<file path="src/logic/rkp_pkg.sv">
package rkp_pkg;
   // register map
   localparam logic [7:0]  ADDR_BASE      = 8'h00;
   localparam logic [7:0]  ADDR_DRAM_SIZE = 8'h04;
   localparam logic [7:0]  ADDR_STATUS    = 8'h08;
   localparam logic [7:0]  ADDR_GEOMETRY  = 8'h0c;
   // field layout of the base register
   localparam int          BASE_MSB       = 15;
   localparam int          BASE_LSB       = 10;
   localparam int          BASE_W         = 6;
   localparam logic [5:0]  BASE_RESET     = 6'h00;
   localparam logic [31:0] DRAM_SIZE_RESET = 32'h0000_0000;
   // flash geometry
   localparam logic [15:0] PAGE_BYTES     = 16'h1000;
   localparam logic [15:0] PAGE_WORDS     = 16'h0400;
   localparam logic [15:0] ROW_BYTES      = 16'h0200;
   localparam logic [15:0] ROW_WORDS      = 16'h0080;
endpackage

</file>
<file path="src/logic/rkp_regs.sv">
// Decided for this implementation: the address map and the strobed register port.
`timescale 1ns/1ps
module rkp_regs
(
   // clock and reset
   input  wire logic        ref_clk,
   input  wire logic        sys_rst,
   // register port
   input  wire logic [7:0]  reg_addr,
   input  wire logic [31:0] reg_wdata,
   input  wire logic        reg_wr,
   input  wire logic        reg_rd,
   output logic      [31:0] reg_rdata,
   // partition outputs
   output logic      [31:0] kernel_program_base,
   output logic             kernel_program_en,
   output logic             kernel_data_all
);
   ////////////////////////////////////////////////////////////////////
   logic [5:0]  base_field;
   logic [5:0]  next_base_field;
   logic [31:0] data_ram_size_value;
   logic [31:0] next_data_ram_size_value;
   logic [31:0] next_rdata;
   logic [31:0] base_word;
   logic [31:0] next_base_out;
   logic        next_en;
   logic        next_all;
   logic        base_zero;
   logic        base_over;

   // upper and low bits are constant zero
   assign base_word = {16'h0000, base_field, 10'h000};

   rkp_bound u_bound
   (
      .base_value (base_word),
      .size_value (data_ram_size_value),
      .base_zero  (base_zero),
      .base_over  (base_over)
   );

   ////////////////////////////////////////////////////////////////////
   always_comb
   begin
      next_base_field          = base_field;
      next_data_ram_size_value = data_ram_size_value;
      if (reg_wr && reg_addr == rkp_pkg::ADDR_BASE)
      begin
         // only the six boundary bits capture
         next_base_field = reg_wdata[rkp_pkg::BASE_MSB:rkp_pkg::BASE_LSB];
      end
      if (reg_wr && reg_addr == rkp_pkg::ADDR_DRAM_SIZE)
      begin
         next_data_ram_size_value = reg_wdata;
      end
   end

   always_comb
   begin
      next_rdata = 32'h0000_0000;
      if (reg_rd)
      begin
         case (reg_addr)
            rkp_pkg::ADDR_BASE:      next_rdata = base_word;
            rkp_pkg::ADDR_DRAM_SIZE: next_rdata = data_ram_size_value;
            rkp_pkg::ADDR_STATUS:    next_rdata = {30'h0, base_over, base_zero};
            rkp_pkg::ADDR_GEOMETRY:  next_rdata = {rkp_pkg::PAGE_WORDS,
                                                   rkp_pkg::ROW_WORDS};
            default:                 next_rdata = 32'h0000_0000;
         endcase
      end
   end

   // zero base: all ram to kernel data
   always_comb
   begin
      next_base_out = base_word;
      next_en       = !base_zero;
      next_all      = base_zero;
   end

   ////////////////////////////////////////////////////////////////////
   always_ff @(posedge ref_clk or posedge sys_rst)
   begin
      if (sys_rst)
      begin
         base_field          <= rkp_pkg::BASE_RESET;
         data_ram_size_value <= rkp_pkg::DRAM_SIZE_RESET;
         reg_rdata           <= 32'h0000_0000;
         kernel_program_base <= 32'h0000_0000;
         kernel_program_en   <= 1'b0;
         kernel_data_all     <= 1'b1;
      end
      else
      begin
         base_field          <= next_base_field;
         data_ram_size_value <= next_data_ram_size_value;
         reg_rdata           <= next_rdata;
         kernel_program_base <= next_base_out;
         kernel_program_en   <= next_en;
         kernel_data_all     <= next_all;
      end
   end

   ////////////////////////////////////////////////////////////////////
   AST_UPPER_ZERO: assert property (@(posedge ref_clk) disable iff (sys_rst)
      $past(reg_rd) && $past(reg_addr) == rkp_pkg::ADDR_BASE
      |-> reg_rdata[31:16] == 16'h0000)
      else $error("upper base bits read non-zero");
   AST_WRITE_READ: assert property (@(posedge ref_clk) disable iff (sys_rst)
      reg_wr && reg_addr == rkp_pkg::ADDR_BASE ##1
      reg_rd && reg_addr == rkp_pkg::ADDR_BASE
      |=> reg_rdata[15:10] == $past(reg_wdata[15:10], 2))
      else $error("base field readback mismatch");
   AST_LOW_ZERO: assert property (@(posedge ref_clk) disable iff (sys_rst)
      kernel_program_base[9:0] == 10'h000)
      else $error("low base bits not zero");
   AST_RESET_ZERO: assert property (@(posedge ref_clk)
      $fell(sys_rst) |-> kernel_program_base == 32'h0 && kernel_data_all)
      else $error("base not zero after reset");
   AST_ALL_DATA: assert property (@(posedge ref_clk) disable iff (sys_rst)
      ##1 (kernel_data_all == (kernel_program_base == 32'h0))
      && (kernel_program_en != kernel_data_all))
      else $error("partition flags disagree with base");
   AST_GEOMETRY: assert property (@(posedge ref_clk) disable iff (sys_rst)
      $past(reg_rd) && $past(reg_addr) == rkp_pkg::ADDR_GEOMETRY
      |-> reg_rdata == 32'h0400_0080)
      else $error("geometry word wrong");
   AST_IGNORE_BITS: assert property (@(posedge ref_clk) disable iff (sys_rst)
      reg_wr && reg_addr == rkp_pkg::ADDR_BASE
      |-> ##2 kernel_program_base == {16'h0, $past(reg_wdata[15:10], 2),
                                      10'h0})
      else $error("write leaked outside bits 15..10");
   AST_OVER_FLAG: assert property (@(posedge ref_clk) disable iff (sys_rst)
      $past(reg_rd) && $past(reg_addr) == rkp_pkg::ADDR_STATUS
      |-> reg_rdata[1] == ($past(base_word) > $past(data_ram_size_value)))
      else $error("over flag wrong");

   COV_BASE_SET: cover property (@(posedge ref_clk) disable iff (sys_rst)
      kernel_program_en);
   COV_BASE_CLEAR: cover property (@(posedge ref_clk) disable iff (sys_rst)
      $fell(kernel_program_en));
   COV_OVER: cover property (@(posedge ref_clk) disable iff (sys_rst)
      base_over);
endmodule // rkp_regs

</file>
<file path="src/logic/rkp_bound.sv">
`timescale 1ns/1ps
// compares the programmed base against the ram size
module rkp_bound
(
   // operands
   input  wire logic [31:0] base_value,
   input  wire logic [31:0] size_value,
   // result
   output logic             base_zero,
   output logic             base_over
);
   assign base_zero = (base_value == 32'h0000_0000);
   assign base_over = (base_value > size_value);
endmodule // rkp_bound

</file>
<file path="config.mk">
export PLATFORM = sky130hd
export DESIGN_NAME = rkp_regs
export DESIGN_NICKNAME = d
export VERILOG_FILES = /design/src/logic/rkp_pkg.sv /design/src/logic/rkp_regs.sv /design/src/logic/rkp_bound.sv
export SDC_FILE = /design/constraint.sdc
export NUM_CORES = 1
export LEC_CHECK = 0
export ABC_AREA = 1
export BUFFER_PORTS_ARGS = -buffer_cell sky130_fd_sc_hd__buf_2
export CAP_MARGIN = 10
export CELL_PAD_IN_SITES_DETAIL_PLACEMENT = 1
export CELL_PAD_IN_SITES_GLOBAL_PLACEMENT = 1
export CORE_MARGIN = 4
export CORE_UTILIZATION = 39
export DETAILED_ROUTE_END_ITERATION = 16
export GPL_TIMING_DRIVEN = 0
export PLACE_DENSITY_LB_ADDON = 0.1
export SLEW_MARGIN = 10
export SYNTH_ARGS = -nofsm -noshare
export SYNTH_HDL_FRONTEND = slang
export SYNTH_HIERARCHICAL = 1
export SYNTH_SLANG_ARGS = --single-unit
</file>
<file path="constraint.sdc">
create_clock -name ref_clk -period 3.2 [get_ports ref_clk]
set_input_delay 0.64 -clock ref_clk [delete_from_list [all_inputs] [get_ports ref_clk]]
set_output_delay 0.64 -clock ref_clk [all_outputs]
set_load 0.05 [all_outputs]
</file>
==> flow_summary.ini <==
[clock_network]
ctsHoldBuffers = 0
cts-root-buf = clkbuf_8
h-tree-depth = 3
clk_pin_slew_ns = 0.08
cts_setup_buffers = 0
cts_sinks = 78
cts_tree = built
clk_path_buf_depth = 2
post_cts_resized = 0
cts_buffers = 9
clock_latency_ns = 0.36

[worst_setup_path]
arrival_ns = 1.12
r2r-start = base_field[5]
crit_chain = buf_2
slowest_delay_ns = 0.52
ff2ff_path_depth = 9
cp_slowest_cell = dfstp_2
r2r_end = reg_rdata[1]
criticalPathCategory = reg -> out
crit_required_ns = 2.56
regToRegSetupSlack_ns = 1.45
crit_path_end_kind = primary output
crit_fanout = 1
critPathTopFamily = flip-flops
startpoint_type = register
crit_buf_inv = 1

[detailed_routing]
drc = 0
first_pass_iters = 4
vias = 3439
viasPerCell = 4.32
ant_nets = 0
wl_per_cell_um = 12.8
first_iter_violations = 101
drt-total-wl_um = 10200

[placement]
gp_congestion = 0.795
place_ws_ns = 1.35
placed_cells = 780
dp_hpwl_um = 7930
portBuffers = 82

[global_routing]
globalRouteOverflowTotal = 0
first_global_vias = 3663
grt_use_total_pct = 18.2
grt_max_degree = 47
antenna_found_initial = 0
grt_pass1_wl_um = 17000

[synth]
yosysSeqAreaShare_pct = 48.1
synth_seq_cells = 78
synthCells = 484
synth.distinct_cells = 26
synth.avg_cell_area_um2 = 8.40
ys_warn_count = 6
syn_area_um2 = 4060

[cells_and_area]
instances_no_fill = 796
seqCellArea_um2 = 1950
final_common_cell = nand2_1
drive_gt1_share_pct = 23.3
nFillCells = 1319
final_nets = 731
n_antenna_cell = 0
multi_input_area_um2 = 1870
fin_util_pct = 50.4
final_cell_mix = nand2_1 (151), buf_2 (89), conb_1 (78)
area.growth.synth_to_final_pct = 26.8

[timing]
min_period_ns = 1.76
finalHoldViolations = 0
setup_viol = 0
max_freq_ghz = 0.570
holdWs_ns = 0.288
post-route-period-util_pct = 54.9
finClkSkew_ns = 0.00803
slew_violations = 0
grt_setup_unrepaired = false
timing.final.ws_setup_ns = 1.44

[power]
pwr_density_cell_nw_per_um2 = 407
leakagePower_nw = 2.88
totalPowerFinal_mw = 2.10
irDropWorstVdd_mv = 0.279

[die]
fp.coreArea_um2 = 10200
ios = 110
row_count = 37
start_util_pct = 39.7
fp.dieW_um = 110
die_area_um2 = 12100
fp.dieH_um = 110

[run]
cap_viol_max_count = 0

[min_path]
hold_class = in -> async

[outcome]
run_status = completed
power by group:
group / internal (mW) / total [mW] / leakage (nW) / switching [mW]
combinational: 0.111 / 0.333 / 1.71 / 0.222
sequential: 1.01 / 1.03 / 1.07 / 0.0224
clock: 0.354 / 0.728 / 0.0948 / 0.374
total: 1.48 / 2.10 / 2.88 / 0.618
per-stage QoR:
step           instance area [um^2]  setup TNS [ns]
2_1_floorplan                  4350               0
3_5_place_dp                   4960               0
6_report                       5150               0
4_1_cts                        5150               0
5_1_grt                        5150               0
3_3_place_gp                   4930          -29.83
registers in the layout (all words and copies together), names as in the netlist:
signal	count
base_field	6
data_ram_size_value	32
kernel_data_all	1
kernel_program_base	6
kernel_program_en	1
reg_rdata	32
metal layers:
metal  routed length, um  global-route usage [%]
met1                4460                    22.3
met4                  74                    3.56
met3                 551                    5.47
met5                   0                       0
met2                5100                    31.6
cells by family (layout without fill, tap and decap cells):
| group | Yosys count | after routing | synth area share [%] |
|---|---|---|---|
| compound gates | 28 | 28 | 3.63 |
| other cells | 1 | 78 | 0.0923 |
| buf+inv | 107 | 206 | 13.1 |
| fa+ha+maj | 32 | 32 | 9.85 |
| simple gates | 238 | 238 | 25.2 |
| flops | 78 | 78 | 48.1 |
cell type report:
cell class | instances | area share, %
clock inverters | 7 | 1.26
well taps | 136 | 3.30
multi-input cells | 376 | 36.2
plain buffers | 37 | 5.27
repair buffers | 83 | 8.50
flip-flops and latches | 78 | 37.9
clock buffers | 9 | 2.40
inverters | 70 | 5.15
Yosys cell counts (all sizes together):
library cell  count  share of area, %
o21ai             2              0.25
nand4             5              0.92
a21oi            23               2.8
a21o              1              0.18
dfstp             1              0.65
inv              70               6.5
o21a              2              0.37
dfrtp            77                47
nor2             45               4.9
nor3              3              0.77
conb              1             0.092
buf              37               6.7
nand3            22               2.8
nand2           155                15
nor4              8               1.2
ha               32               9.9
how the worst max path moves through the flow:
stage                               start                      end  slack (ns)  cells after the start
after global placement            sys_rst  data_ram_size_value[30]       -0.39                      2
after floorplan                   sys_rst            base_field[0]        0.57                      1
final                     kernel_data_all          kernel_data_all        1.44                      1
after detailed placement      reg_addr[1]  data_ram_size_value[16]        1.35                      8
after CTS                 kernel_data_all          kernel_data_all        1.43                      1
after global routing        base_field[1]             reg_rdata[1]        1.26                      9
Power figures use the tool's default switching activity.
